`config.mk`:
```
export PLATFORM = sky130hd
export DESIGN_NAME = pio_bank
export DESIGN_NICKNAME = d
export VERILOG_FILES = /design/src/core/pio_pkg.sv /design/src/core/pio_sync.sv /design/src/core/pio_alt_route.sv /design/src/core/pio_bank.sv
export SDC_FILE = /design/constraint.sdc
export NUM_CORES = 1
export LEC_CHECK = 0
export BUFFER_PORTS_ARGS = -buffer_cell sky130_fd_sc_hd__buf_2
export CAP_MARGIN = 25
export CORE_MARGIN = 8
export CORE_UTILIZATION = 45
export DETAILED_ROUTE_END_ITERATION = 12
export PLACE_DENSITY_LB_ADDON = 0.1
export RECOVER_POWER = 100
export SYNTH_ARGS = -nofsm -noshare
export SYNTH_HDL_FRONTEND = slang
export SYNTH_SLANG_ARGS = --single-unit
```
`constraint.sdc`:
```
create_clock -name pclk -period 3.9 [get_ports pclk]
set_clock_uncertainty 0.1 [all_clocks]
set_input_delay 0.78 -clock pclk [delete_from_list [all_inputs] [get_ports pclk]]
set_output_delay 0.78 -clock pclk [all_outputs]
set_load 0.005 [all_outputs]
```
`src/core/pio_pkg.sv`:
```
// Constants for the parallel I/O port bank: line map, register offsets, reset values.
package pio_pkg;
	localparam int NUM_LINES = 33;
	localparam int PIN_IDX_W = 6;
	localparam int ADDR_W = 12;
	localparam int DATA_W = 32;
	// Group codes, address bits [7:6] in the group region
	localparam logic [1:0] GRP_A = 2'h0;
	localparam logic [1:0] GRP_IN = 2'h1;
	localparam logic [1:0] GRP_C = 2'h2;
	localparam logic [1:0] GRP_D = 2'h3;
	// Line positions in the bank vector
	localparam int GRP_A_BASE = 0;
	localparam int GRP_IN_BASE = 12;
	localparam int GRP_C_BASE = 18;
	localparam int GRP_D_BASE = 21;
	localparam logic [32:0] GRP_A_MASK = 33'h000000fff;
	localparam logic [32:0] GRP_IN_MASK = 33'h00003f000;
	localparam logic [32:0] GRP_C_MASK = 33'h0001c0000;
	localparam logic [32:0] GRP_D_MASK = 33'h1ffe00000;
	localparam logic [32:0] BIDIR_MASK = 33'h1fffc0fff;
	// Per-group register offsets (group stride 0x40)
	localparam logic [5:0] OFF_OUT = 6'h00;
	localparam logic [5:0] OFF_SET = 6'h04;
	localparam logic [5:0] OFF_CLR = 6'h08;
	localparam logic [5:0] OFF_IN = 6'h0c;
	localparam logic [5:0] OFF_DIR = 6'h10;
	localparam logic [5:0] OFF_OD = 6'h14;
	localparam logic [5:0] OFF_PUEN = 6'h18;
	localparam logic [5:0] OFF_PUSEL = 6'h1c;
	localparam logic [5:0] OFF_SLEW = 6'h20;
	localparam logic [5:0] OFF_DRV = 6'h24;
	localparam logic [5:0] OFF_ALT = 6'h28;
	// Alternate routing selectors, one word each
	localparam logic [11:0] ALT_OUT_SEL_BASE = 12'h100;
	localparam logic [11:0] ALT_IN_SEL_BASE = 12'h180;
	localparam int REGION_LSB = 8;
	localparam int SELDIR_BIT = 7;
	localparam int GRP_LSB = 6;
	// Reset values
	localparam logic [32:0] RST_CFG = 33'h000000000;
	localparam logic [5:0] RST_SEL = 6'h00;
endpackage

```
`src/core/pio_sync.sv`:
```
// Two-stage input synchroniser for the pin inputs.
`timescale 1ns/100ps
module pio_sync #(
	parameter int WIDTH = 33
) (
	input wire logic pclk,
	input wire logic presetn,
	input wire logic ce,
	input wire logic [WIDTH-1:0] async_in,
	output logic [WIDTH-1:0] sync_out
);
	logic [WIDTH-1:0] meta;
	logic [WIDTH-1:0] next_meta;
	logic [WIDTH-1:0] next_sync_out;

	always_comb begin
		next_meta = ce ? async_in : meta;
		next_sync_out = ce ? meta : sync_out;
	end

	// First stage feeds only the second stage
	always_ff @(posedge pclk or negedge presetn) begin
		if (!presetn) begin
			meta <= '0;
			sync_out <= '0;
		end else begin
			meta <= next_meta;
			sync_out <= next_sync_out;
		end
	end
endmodule

```
`src/core/pio_alt_route.sv`:
```
// Routing of alternate functions to software-selected pins.
`timescale 1ns/100ps
module pio_alt_route #(
	parameter int NUM_ALT_OUT = 4,
	parameter int NUM_ALT_IN = 4
) (
	input wire logic [NUM_ALT_OUT-1:0] alt_out,
	input wire logic [NUM_ALT_OUT*pio_pkg::PIN_IDX_W-1:0] out_sel,
	input wire logic [NUM_ALT_IN*pio_pkg::PIN_IDX_W-1:0] in_sel,
	input wire logic [pio_pkg::NUM_LINES-1:0] pin_sync,
	output logic [pio_pkg::NUM_LINES-1:0] alt_pin_val,
	output logic [NUM_ALT_IN-1:0] alt_in_val
);
	always_comb begin
		alt_pin_val = '0;
		// Lowest-numbered function wins when two pick the same pin
		for (int k = NUM_ALT_OUT - 1; k >= 0; k--) begin
			for (int p = 0; p < pio_pkg::NUM_LINES; p++) begin
				if (out_sel[k*pio_pkg::PIN_IDX_W +: pio_pkg::PIN_IDX_W] == p[5:0]) begin
					alt_pin_val[p] = alt_out[k];
				end
			end
		end
		for (int k = 0; k < NUM_ALT_IN; k++) begin
			alt_in_val[k] = 1'b0;
			for (int p = 0; p < pio_pkg::NUM_LINES; p++) begin
				if (in_sel[k*pio_pkg::PIN_IDX_W +: pio_pkg::PIN_IDX_W] == p[5:0]) begin
					alt_in_val[k] = pin_sync[p];
				end
			end
		end
	end
endmodule

```
`src/core/pio_bank.sv`:
```
// Parallel I/O port bank top: APB register file, pad control and alternate routing.
`timescale 1ns/100ps
module pio_bank #(
	parameter int NUM_ALT_OUT = 4,
	parameter int NUM_ALT_IN = 4
) (
	input wire logic pclk,
	input wire logic presetn,
	input wire logic ce,
	input wire logic psel,
	input wire logic penable,
	input wire logic pwrite,
	input wire logic [pio_pkg::ADDR_W-1:0] paddr,
	input wire logic [pio_pkg::DATA_W-1:0] pwdata,
	output logic [pio_pkg::DATA_W-1:0] prdata,
	output logic pready,
	output logic pslverr,
	input wire logic [pio_pkg::NUM_LINES-1:0] pin_in,
	output logic [pio_pkg::NUM_LINES-1:0] pin_out,
	output logic [pio_pkg::NUM_LINES-1:0] pin_oe_n,
	output logic [pio_pkg::NUM_LINES-1:0] pull_up_en,
	output logic [pio_pkg::NUM_LINES-1:0] pull_dn_en,
	output logic [pio_pkg::NUM_LINES-1:0] slew_fast,
	output logic [pio_pkg::NUM_LINES-1:0] drive_strong,
	input wire logic [NUM_ALT_OUT-1:0] alt_out,
	output logic [NUM_ALT_IN-1:0] alt_in
);
	localparam int SW = pio_pkg::PIN_IDX_W;

	// Configuration state, one bit per line
	logic [32:0] reg_out;
	logic [32:0] reg_dir;
	logic [32:0] reg_od;
	logic [32:0] reg_puen;
	logic [32:0] reg_pusel;
	logic [32:0] reg_slew;
	logic [32:0] reg_drv;
	logic [32:0] reg_alt;
	logic [32:0] next_reg_out;
	logic [32:0] next_reg_dir;
	logic [32:0] next_reg_od;
	logic [32:0] next_reg_puen;
	logic [32:0] next_reg_pusel;
	logic [32:0] next_reg_slew;
	logic [32:0] next_reg_drv;
	logic [32:0] next_reg_alt;
	// Alternate function pin selectors, one field per function
	logic [NUM_ALT_OUT*SW-1:0] out_sel;
	logic [NUM_ALT_OUT*SW-1:0] next_out_sel;
	logic [NUM_ALT_IN*SW-1:0] in_sel;
	logic [NUM_ALT_IN*SW-1:0] next_in_sel;
	// Bus answer
	logic [31:0] next_prdata;
	logic next_pready;
	logic next_pslverr;
	// Pin side
	logic [32:0] pin_sync;
	logic [32:0] alt_pin_val;
	logic [NUM_ALT_IN-1:0] alt_in_val;
	logic [32:0] line_val;
	logic [32:0] line_drive;
	logic [32:0] line_low;
	logic [32:0] next_pin_out;
	logic [32:0] next_pin_oe_n;
	logic [32:0] next_pull_up_en;
	logic [32:0] next_pull_dn_en;
	logic [32:0] next_slew_fast;
	logic [32:0] next_drive_strong;
	logic [NUM_ALT_IN-1:0] next_alt_in;

	// Mask of the lines belonging to a group
	function automatic logic [32:0] grp_mask(input logic [1:0] g);
		case (g)
			pio_pkg::GRP_A: grp_mask = pio_pkg::GRP_A_MASK;
			pio_pkg::GRP_IN: grp_mask = pio_pkg::GRP_IN_MASK;
			pio_pkg::GRP_C: grp_mask = pio_pkg::GRP_C_MASK;
			default: grp_mask = pio_pkg::GRP_D_MASK;
		endcase
	endfunction

	function automatic int grp_base(input logic [1:0] g);
		case (g)
			pio_pkg::GRP_A: grp_base = pio_pkg::GRP_A_BASE;
			pio_pkg::GRP_IN: grp_base = pio_pkg::GRP_IN_BASE;
			pio_pkg::GRP_C: grp_base = pio_pkg::GRP_C_BASE;
			default: grp_base = pio_pkg::GRP_D_BASE;
		endcase
	endfunction

	// Group field of a bank vector, right-aligned
	function automatic logic [31:0] grp_get(input logic [32:0] v, input logic [1:0] g);
		logic [32:0] t;
		t = (v & grp_mask(g)) >> grp_base(g);
		grp_get = t[31:0];
	endfunction

	// Word placed on the group's lines
	function automatic logic [32:0] grp_put(input logic [31:0] w, input logic [1:0] g);
		logic [32:0] s;
		s = {1'b0, w} << grp_base(g);
		grp_put = s & grp_mask(g);
	endfunction

	// Replace only the group's bits that are configurable
	function automatic logic [32:0] grp_write(input logic [32:0] v, input logic [31:0] w,
			input logic [1:0] g, input logic [32:0] allowed);
		logic [32:0] m;
		m = grp_mask(g) & allowed;
		grp_write = (v & ~m) | (grp_put(w, g) & m);
	endfunction

	// Pin inputs are synchronised before any use
	pio_sync #(
		.WIDTH(pio_pkg::NUM_LINES)
	) u_sync (
		.pclk(pclk),
		.presetn(presetn),
		.ce(ce),
		.async_in(pin_in),
		.sync_out(pin_sync)
	);

	// Alternate functions reach pins chosen by software
	pio_alt_route #(
		.NUM_ALT_OUT(NUM_ALT_OUT),
		.NUM_ALT_IN(NUM_ALT_IN)
	) u_route (
		.alt_out(alt_out),
		.out_sel(out_sel),
		.in_sel(in_sel),
		.pin_sync(pin_sync),
		.alt_pin_val(alt_pin_val),
		.alt_in_val(alt_in_val)
	);

	// APB decode and register updates
	always_comb begin
		logic [1:0] g;
		logic [5:0] off;
		logic sel_region, sel_in, hit;
		logic [4:0] idx;
		logic [31:0] rd;
		logic acc_first;
		logic acc_done;
		g = paddr[pio_pkg::GRP_LSB +: 2];
		off = {paddr[5:2], 2'b00};
		sel_region = paddr[pio_pkg::REGION_LSB];
		sel_in = paddr[pio_pkg::SELDIR_BIT];
		idx = paddr[6:2];
		acc_first = psel && penable && !pready;
		acc_done = psel && penable && pready;
		hit = 1'b0;
		rd = '0;
		next_reg_out = reg_out;
		next_reg_dir = reg_dir;
		next_reg_od = reg_od;
		next_reg_puen = reg_puen;
		next_reg_pusel = reg_pusel;
		next_reg_slew = reg_slew;
		next_reg_drv = reg_drv;
		next_reg_alt = reg_alt;
		next_out_sel = out_sel;
		next_in_sel = in_sel;
		next_prdata = prdata;
		next_pready = pready;
		next_pslverr = pslverr;
		if (paddr[pio_pkg::ADDR_W-1:pio_pkg::REGION_LSB+1] == '0) begin
			if (!sel_region) begin
				hit = 1'b1;
				case (off)
					pio_pkg::OFF_OUT: rd = grp_get(reg_out, g);
					pio_pkg::OFF_SET: rd = '0;
					pio_pkg::OFF_CLR: rd = '0;
					pio_pkg::OFF_IN: rd = grp_get(pin_sync, g);
					pio_pkg::OFF_DIR: rd = grp_get(reg_dir, g);
					pio_pkg::OFF_OD: rd = grp_get(reg_od, g);
					pio_pkg::OFF_PUEN: rd = grp_get(reg_puen, g);
					pio_pkg::OFF_PUSEL: rd = grp_get(reg_pusel, g);
					pio_pkg::OFF_SLEW: rd = grp_get(reg_slew, g);
					pio_pkg::OFF_DRV: rd = grp_get(reg_drv, g);
					pio_pkg::OFF_ALT: rd = grp_get(reg_alt, g);
					default: hit = 1'b0;
				endcase
			end else if (!sel_in && int'(idx) < NUM_ALT_OUT) begin
				hit = 1'b1;
				rd = {26'h0, out_sel[idx*SW +: SW]};
			end else if (sel_in && int'(idx) < NUM_ALT_IN) begin
				hit = 1'b1;
				rd = {26'h0, in_sel[idx*SW +: SW]};
			end
		end
		if (acc_first) begin
			// One wait state, then the answer
			next_pready = 1'b1;
			next_pslverr = !hit;
			next_prdata = (pwrite || !hit) ? 32'h00000000 : rd;
		end else if (acc_done) begin
			// Write lands at the edge where the answer is sampled
			next_pready = 1'b0;
			next_pslverr = 1'b0;
			if (pwrite && hit && !sel_region) begin
				case (off)
					pio_pkg::OFF_OUT: next_reg_out = grp_write(reg_out, pwdata, g,
						pio_pkg::BIDIR_MASK);
					pio_pkg::OFF_SET: next_reg_out = reg_out
						| (grp_put(pwdata, g) & pio_pkg::BIDIR_MASK);
					pio_pkg::OFF_CLR: next_reg_out = reg_out
						& ~(grp_put(pwdata, g) & pio_pkg::BIDIR_MASK);
					pio_pkg::OFF_DIR: next_reg_dir = grp_write(reg_dir, pwdata, g,
						pio_pkg::BIDIR_MASK);
					pio_pkg::OFF_OD: next_reg_od = grp_write(reg_od, pwdata, g,
						pio_pkg::BIDIR_MASK);
					pio_pkg::OFF_PUEN: next_reg_puen = grp_write(reg_puen, pwdata, g,
						pio_pkg::BIDIR_MASK | pio_pkg::GRP_IN_MASK);
					pio_pkg::OFF_PUSEL: next_reg_pusel = grp_write(reg_pusel, pwdata, g,
						pio_pkg::BIDIR_MASK | pio_pkg::GRP_IN_MASK);
					pio_pkg::OFF_SLEW: next_reg_slew = grp_write(reg_slew, pwdata, g,
						pio_pkg::BIDIR_MASK);
					pio_pkg::OFF_DRV: next_reg_drv = grp_write(reg_drv, pwdata, g,
						pio_pkg::BIDIR_MASK);
					pio_pkg::OFF_ALT: next_reg_alt = grp_write(reg_alt, pwdata, g,
						pio_pkg::BIDIR_MASK);
					default: next_reg_out = reg_out;
				endcase
			end else if (pwrite && hit && !sel_in) begin
				next_out_sel[idx*SW +: SW] = pwdata[SW-1:0];
			end else if (pwrite && hit) begin
				next_in_sel[idx*SW +: SW] = pwdata[SW-1:0];
			end
		end
	end

	always_ff @(posedge pclk or negedge presetn) begin
		if (!presetn) begin
			reg_out <= pio_pkg::RST_CFG;
			reg_dir <= pio_pkg::RST_CFG;
			reg_od <= pio_pkg::RST_CFG;
			reg_puen <= pio_pkg::RST_CFG;
			reg_pusel <= pio_pkg::RST_CFG;
			reg_slew <= pio_pkg::RST_CFG;
			reg_drv <= pio_pkg::RST_CFG;
			reg_alt <= pio_pkg::RST_CFG;
			out_sel <= {NUM_ALT_OUT{pio_pkg::RST_SEL}};
			in_sel <= {NUM_ALT_IN{pio_pkg::RST_SEL}};
			prdata <= '0;
			pready <= 1'b0;
			pslverr <= 1'b0;
		end else if (ce) begin
			// Held frozen while the clock enable is low
			reg_out <= next_reg_out;
			reg_dir <= next_reg_dir;
			reg_od <= next_reg_od;
			reg_puen <= next_reg_puen;
			reg_pusel <= next_reg_pusel;
			reg_slew <= next_reg_slew;
			reg_drv <= next_reg_drv;
			reg_alt <= next_reg_alt;
			out_sel <= next_out_sel;
			in_sel <= next_in_sel;
			prdata <= next_prdata;
			pready <= next_pready;
			pslverr <= next_pslverr;
		end
	end

	// Pad control from configuration
	always_comb begin
		// Alternate function value on lines given to it, GPIO value elsewhere
		line_val = (reg_alt & alt_pin_val) | (~reg_alt & reg_out);
		// Only bidirectional lines set as outputs may drive at all
		line_drive = reg_dir & pio_pkg::BIDIR_MASK;
		// Open-drain lines drive only a low, never a high
		line_low = ~reg_od | ~line_val;
		next_pin_oe_n = ~(line_drive & line_low);
		next_pin_out = line_val & ~reg_od & line_drive;
		next_pull_up_en = reg_puen & reg_pusel;
		next_pull_dn_en = reg_puen & ~reg_pusel;
		next_slew_fast = reg_slew & pio_pkg::BIDIR_MASK;
		next_drive_strong = reg_drv & pio_pkg::BIDIR_MASK;
		next_alt_in = alt_in_val;
	end

	always_ff @(posedge pclk or negedge presetn) begin
		if (!presetn) begin
			pin_out <= '0;
			pin_oe_n <= '1;
			pull_up_en <= '0;
			pull_dn_en <= '0;
			slew_fast <= '0;
			drive_strong <= '0;
			alt_in <= '0;
		end else if (ce) begin
			// Pads also hold while the clock enable is low
			pin_out <= next_pin_out;
			pin_oe_n <= next_pin_oe_n;
			pull_up_en <= next_pull_up_en;
			pull_dn_en <= next_pull_dn_en;
			slew_fast <= next_slew_fast;
			drive_strong <= next_drive_strong;
			alt_in <= next_alt_in;
		end
	end
endmodule

```
==> impl_metrics.ini, run 1 <==
[setup_path]
cp_slowest_cell = a221oi_1
worstSetupEndpointType = flip-flop
critical_path_arrival_ns = 4.13
cp_slowest_stage_delay_ns = 0.48
worst-endpoint-required_ns = 4.28
crit_fanout = 13
worst_path_most_repeated_cell = o21ai_0
setup.worst_path.start_class = input port
reg2regPathDepth = 6
worstSetupPathType = in2reg
timing.critical_path.cells = buf_2, buf_4, inv_1, ha_1, clkbuf_1, and2_0, buf_12, a22o_1, a221oi_1, o21ai_0, a221o_1, a21oi_1, o21ai_0

[synthesis]
synth_top_area_share_pct = 44.8
synth_top_cells_by_count = dfrtp_1, nand2_1, o21ai_0
synth_seq_area_share_pct = 47.2
yosys_warnings = 0
synth_top_cells_by_area = dfrtp_1, mux2_2, o21ai_0
syn_inst = 3051
synth-seq-cells = 554
leading_area_contributor_after_synthesis = dfrtp_1
synthArstFlopShare_pct = 100
synth_enable_flop_cells = 0
synth_ff_type = dfrtp_1
yosys.cell_count.top_type = dfrtp_1
synth_area_um2 = 29400
ys_types = 91
synth.avg_cell_area_um2 = 9.64

[layout]
fillCellCount = 6009
final_cell_count_no_fill = 4305
finalInstanceArea_um2 = 34500
finalNetCount = 3503
total_area_of_multi_input_combinational_cells_um2 = 14100
post-route-util_pct = 53.5
post_route_cells_drive_above_1_share_pct = 20.1
area_growth_syn_to_layout_pct = 17.4
sequential_cell_area_um2 = 13900

[drt]
avgRoutedWirePerCell_um = 28.3
drc_violation_total_after_the_first_tritonroute_iteration = 3144
drt_pre_antenna_iters = 8
vias_per_cell = 6.23
drc_errors = 0
detail_route.wirelength_um = 122000
antenna_violating_nets_remaining = 0
detailroute.via_count = 26833

[placed_design]
placement.io_buffers = 296
dpl.hpwl_um = 92500
post_dp_cell_area_um2 = 33000
finalWeightedCongestion = 0.998
post-place-cells = 4195

[floorplanning]
die_w_um = 272
dieArea_um2 = 73800
core.rowCount = 93
num_io_pins = 323
initial_utilization_pct = 45.5
dieHeight_um = 272
core_region_area_um2 = 64600

[global_routing]
global_route_wire_length_before_repair_um = 179000
grt_start_max_net_pins = 130
global_route.usage.total_pct = 31.8
globalRouteOverflowTotal = 0
antenna_found_initial = 7
first_global_vias = 26351

[outcome]
outcome = complete, but fails checks
violations = max-capacitance violations, max-slew violations

[clock_network]
ctsHoldBuffers = 0
ctsLongestPathBuffers = 3
clock_root_buffer_master = clkbuf_16
clkSinkCount = 554
cts.reportedPaths.clkPinSlew_ns = 0.06
post_cts_buffers = 0
clock_tree_from_tritoncts = yes
cts_repair_resize_count = 0
cts_buffers = 58
clkLatencyLatePin_ns = 0.65
h-tree-depth = 2

[power_and_ir_drop]
report.power.total_uw = 13200
max-vdd-ir-drop_v = 0.000356
power_leakage_uw = 0.0146
power_density_nw_per_um2 = 383

[timing]
setup_viol_count_final = 0
timing.slew.headroom_pct = -34.0
grt_setup_unrepaired = no
fmaxAchievable_mhz = 267
min_period_ns = 3.75
report.final.slew_viol_count = 247
final.setup.tns_ns = 0
timing.final.hold_violations = 0
final_cycle_share_pct = 96.2
max_slew.worst_pin.slew_ns = 2.01

[min_path]
min_path_cells = 2
class_of_the_tightest_hold_or_removal_check = in2reg

[flow_run]
drv.max_cap_violation_count = 4
-- routing by layer --
layer / global-route usage (%) / up-vias / routed length, um
li1: - / 11876 / -
met1: 42.1 / 13310 / 49100
met2: 50.2 / 1322 / 55500
met3: 6.30 / 319 / 11000
met4: 14.3 / 6 / 6040
met5: 0 / - / 40
-- worst max-delay path, delay by kind of cell --
kind	cells	cell delay, ns
adders and majority gates	1	0.36
AOI/OAI and AO/OA	6	1.83
buffers and inverters	5	0.91
and+or+nand+nor	1	0.23
-- stage by stage --
| stage | hold slack (ns) | setup slack [ns] |
|---|---|---|
| after global placement | 0.362 | -0.250 |
| final | 0.284 | 0.150 |
| after CTS | 0.0401 | 0.422 |
| after floorplan | 0.338 | -0.0357 |
| after detailed placement | 0.366 | -0.219 |
| after global routing | 0.274 | 0.0985 |
-- cell families after synthesis --
group	Yosys count	share of synthesized area (%)
AO/OA/AOI/OAI	930	20.6
XOR/XNOR	6	0.204
adder cells (fa/ha/maj)	16	0.706
buffers and inverters	358	4.92
flip-flops	554	47.2
multiplexers	270	10.8
other	2	0.0255
AND/OR/NAND/NOR	915	15.5
-- final timing paths --
| check | start | end | slack (ns) |
|---|---|---|---|
| setup / recovery | paddr[3] | prdata[8] | 0.15 |
| hold / removal | pin_in[21] | u_sync.meta[21] | 0.28 |
| setup reg to reg | out_sel[17] | pin_oe_n[4] | 0.75 |
| hold reg to reg | flip-flop | pin_oe_n[29] | 0.36 |
| max in group asynchronous | presetn | alt_in[1] | 0.74 |
| min in group asynchronous | presetn | pull_up_en[11] | 0.61 |
-- area by class of cell --
| type | count | share of cell area [%] |
|---|---|---|
| inverter | 108 | 1.20 |
| multi-input combinational | 2161 | 41.0 |
| sequential | 554 | 40.2 |
| clock buffer | 87 | 4.90 |
| antenna | 4 | 0.0290 |
| clock inverter | 19 | 0.775 |
| tap | 855 | 3.10 |
| timing repair buffer | 517 | 8.82 |
-- report_power, final --
group / internal, uW / switching, uW / leakage [uW]
Combinational: 507 / 900 / 0.00622
Clock: 3320 / 2390 / 0.000951
Sequential: 5840 / 257 / 0.00746
Total: 9670 / 3550 / 0.0146
-- cell usage in the layout, fill, tap and decap left out, types with 38 or more instances in the layout --
| master | count |
|---|---|
| clkbuf_1 | 204 |
| a31oi_1 | 48 |
| nor2_1 | 157 |
| nand3_1 | 91 |
| a21oi_1 | 111 |
| nand2_1 | 379 |
| nand2b_1 | 40 |
| a22oi_1 | 49 |
| dfrtp_1 | 527 |
| o21ai_0 | 341 |
| o22ai_1 | 61 |
| o211ai_1 | 38 |
| buf_2 | 130 |
| mux2_2 | 203 |
| clkbuf_16 | 59 |
| buf_4 | 170 |
| inv_1 | 107 |
No activity file was read; power rests on OpenSTA's default activity.
==> inputs of run 2 (changes only) <==
--- a/config.mk
+++ b/config.mk
@@ -10,8 +10,9 @@
 export CORE_MARGIN = 8
 export CORE_UTILIZATION = 45
 export DETAILED_ROUTE_END_ITERATION = 12
+export GPL_ROUTABILITY_DRIVEN = 0
 export PLACE_DENSITY_LB_ADDON = 0.1
-export RECOVER_POWER = 100
+export RECOVER_POWER = 25
 export SYNTH_ARGS = -nofsm -noshare
 export SYNTH_HDL_FRONTEND = slang
 export SYNTH_SLANG_ARGS = --single-unit
==> impl_metrics.ini, run 2 (same netlist as run 1, synthesis figures left out) <==
[outcome]
outcome = complete, but fails checks
violations = max-capacitance violations, max-slew violations

[power_and_ir_drop]
switching_share_pct = 26.8
power.share.clock_pct = 43.4
pwr-share-comb_pct = 10.4
power_density_nw_per_um2 = 381
pwr-share-seq_pct = 46.2
internal_power_uw = 9650
power_leakage_uw = 0.0152
power.net_switching_uw = 3540
max-vdd-ir-drop_v = 0.000314

[timing]
setup_ws_ns = 0.361
timing.final.hold_violations = 0
grt_setup_unrepaired = no
fmaxAchievable_mhz = 283
final_cycle_share_pct = 90.7
report.final.slew_viol_count = 83
min_period_ns = 3.54
setup_viol_count_final = 0
max_slew.worst_pin.slew_ns = 2.27
timing.slew.headroom_pct = -51.5

[floorplanning]
core.rowCount = 93
initial_utilization_pct = 45.5
dieHeight_um = 272
die_w_um = 272
dieArea_um2 = 73800
core_region_area_um2 = 64600
num_io_pins = 323

[drt]
drc_errors = 0
drt_pre_antenna_iters = 9
avgRoutedWirePerCell_um = 27.2
detailroute.via_count = 26995
vias_per_cell = 6.33
drc_violation_total_after_the_first_tritonroute_iteration = 3723
detail_route.wirelength_um = 116000
antenna_violating_nets_remaining = 0

[layout]
post-route-util_pct = 53.5
most-common-layout-cells = dfrtp_1, nand2_1, o21ai_0
final_cell_count_no_fill = 4264
area_growth_syn_to_layout_pct = 17.5
finalInstanceArea_um2 = 34600
finalNetCount = 3458
post_route_cells_drive_above_1_share_pct = 25.5
commonest_non_fill_non_tap_cell_in_the_layout = dfrtp_1

[clock_network]
clock_tree_from_tritoncts = yes
cts.reportedPaths.clkPinSlew_ns = 0.07
clkSinkCount = 554
h-tree-depth = 2
clock_root_buffer_master = clkbuf_16
ctsHoldBuffers = 0
cts_repair_resize_count = 0
cts_buffers = 59
clkLatencyLatePin_ns = 0.65
post_cts_buffers = 0
ctsLongestPathBuffers = 3

[min_path]
worstHoldStart = pin_in[13]
whs_endpoint = u_sync.meta[13]
class_of_the_tightest_hold_or_removal_check = in2reg
min_path_cells = 2

[setup_path]
critical_path_arrival_ns = 3.96
critical_path.reg2reg.endpoint = pin_oe_n[4]
worstSetupEndpointType = flip-flop
reg2regPathDepth = 6
worst-r2r-setup-slack_ns = 0.52
worst-endpoint-required_ns = 4.32
crit_fanout = 19
setup.worst_path.start_class = input port
worstSetupPathType = in2reg
worst_r2r_startpoint = out_sel[14]

[placed_design]
dpl.hpwl_um = 86900
post-place-cells = 4148
placement.io_buffers = 296
post_dp_cell_area_um2 = 32600
place_ws_ns = -0.156

[global_routing]
global_route_wire_length_before_repair_um = 172000
first_global_vias = 26215
antenna_found_initial = 9
grt_start_max_net_pins = 182
globalRouteOverflowTotal = 0
global_route.usage.total_pct = 30.3

[flow_run]
drv.max_cap_violation_count = 1
[run 2: changes by cell type in the layout (fill, tap and decap cells not counted), sizes merged]
cell and change:
bufinv -2, diode +1, inv +1, clkinvlp -2, clkbuf -186, clkinv -1, buf +148
[run 2: how the worst max path moves through the flow]
stage                     startpoint               end  slack [ns]
after CTS                   paddr[3]        out_sel[9]        0.48
after detailed placement    paddr[3]        out_sel[9]       -0.16
final                             ce        prdata[10]        0.36
after global routing         presetn  drive_strong[29]        0.18
after floorplan             paddr[6]        out_sel[2]       -0.04
after global placement      paddr[3]        out_sel[4]       -0.12
[run 2: worst max-delay path, stage by stage]
cell and delay, ns:
clkbuf_1 0.57, clkbuf_1 0.57, and3_1 0.33, nand2b_2 0.29, nor3_1 0.60, or3b_2 0.55
o21ai_0 0.24
[run 2: power by group through the flow]
| stage | Clock [uW] | Combinational (uW) | Sequential [uW] |
|---|---|---|---|
| after floorplan | 0 | 720 | 6030 |
| after global placement | 0 | 1320 | 6180 |
| after detailed placement | 0 | 1340 | 6180 |
| after CTS | 5820 | 1340 | 6080 |
| after global routing | 6040 | 1450 | 6090 |
| final | 5720 | 1370 | 6090 |
[run 2: per-stage QoR]
step / total power (uW) / hold WS, ns / TNS [ns]
after CTS: 13200 / 0.0769 / 0
after global routing: 13600 / 0.253 / 0
after floorplan: 6750 / 0.338 / -0.158
after detailed placement: 7520 / 0.366 / -4.54
after global placement: 7490 / 0.362 / -2.80
final: 13200 / 0.268 / 0
[run 2: layout make-up]
cell class                      count  area, um2
Antenna cell                        5       12.5
Clock buffer                       95       1780
Timing Repair Buffer              471       2940
Fill cell                        5843      30000
Sequential cell                   554      13900
Multi-Input combinational cell   2161      14200
Clock inverter                     15        204
Tap cell                          855       1070
Inverter                          108        413
[run 2: metal layers]
metal	share of wire (%)	GRT usage, %	wire [um]
met5	0.010	0	12
met3	11	7.60	12600
met4	5.5	14.6	6400
met1	39	39.9	45600
met2	44	46.6	51300
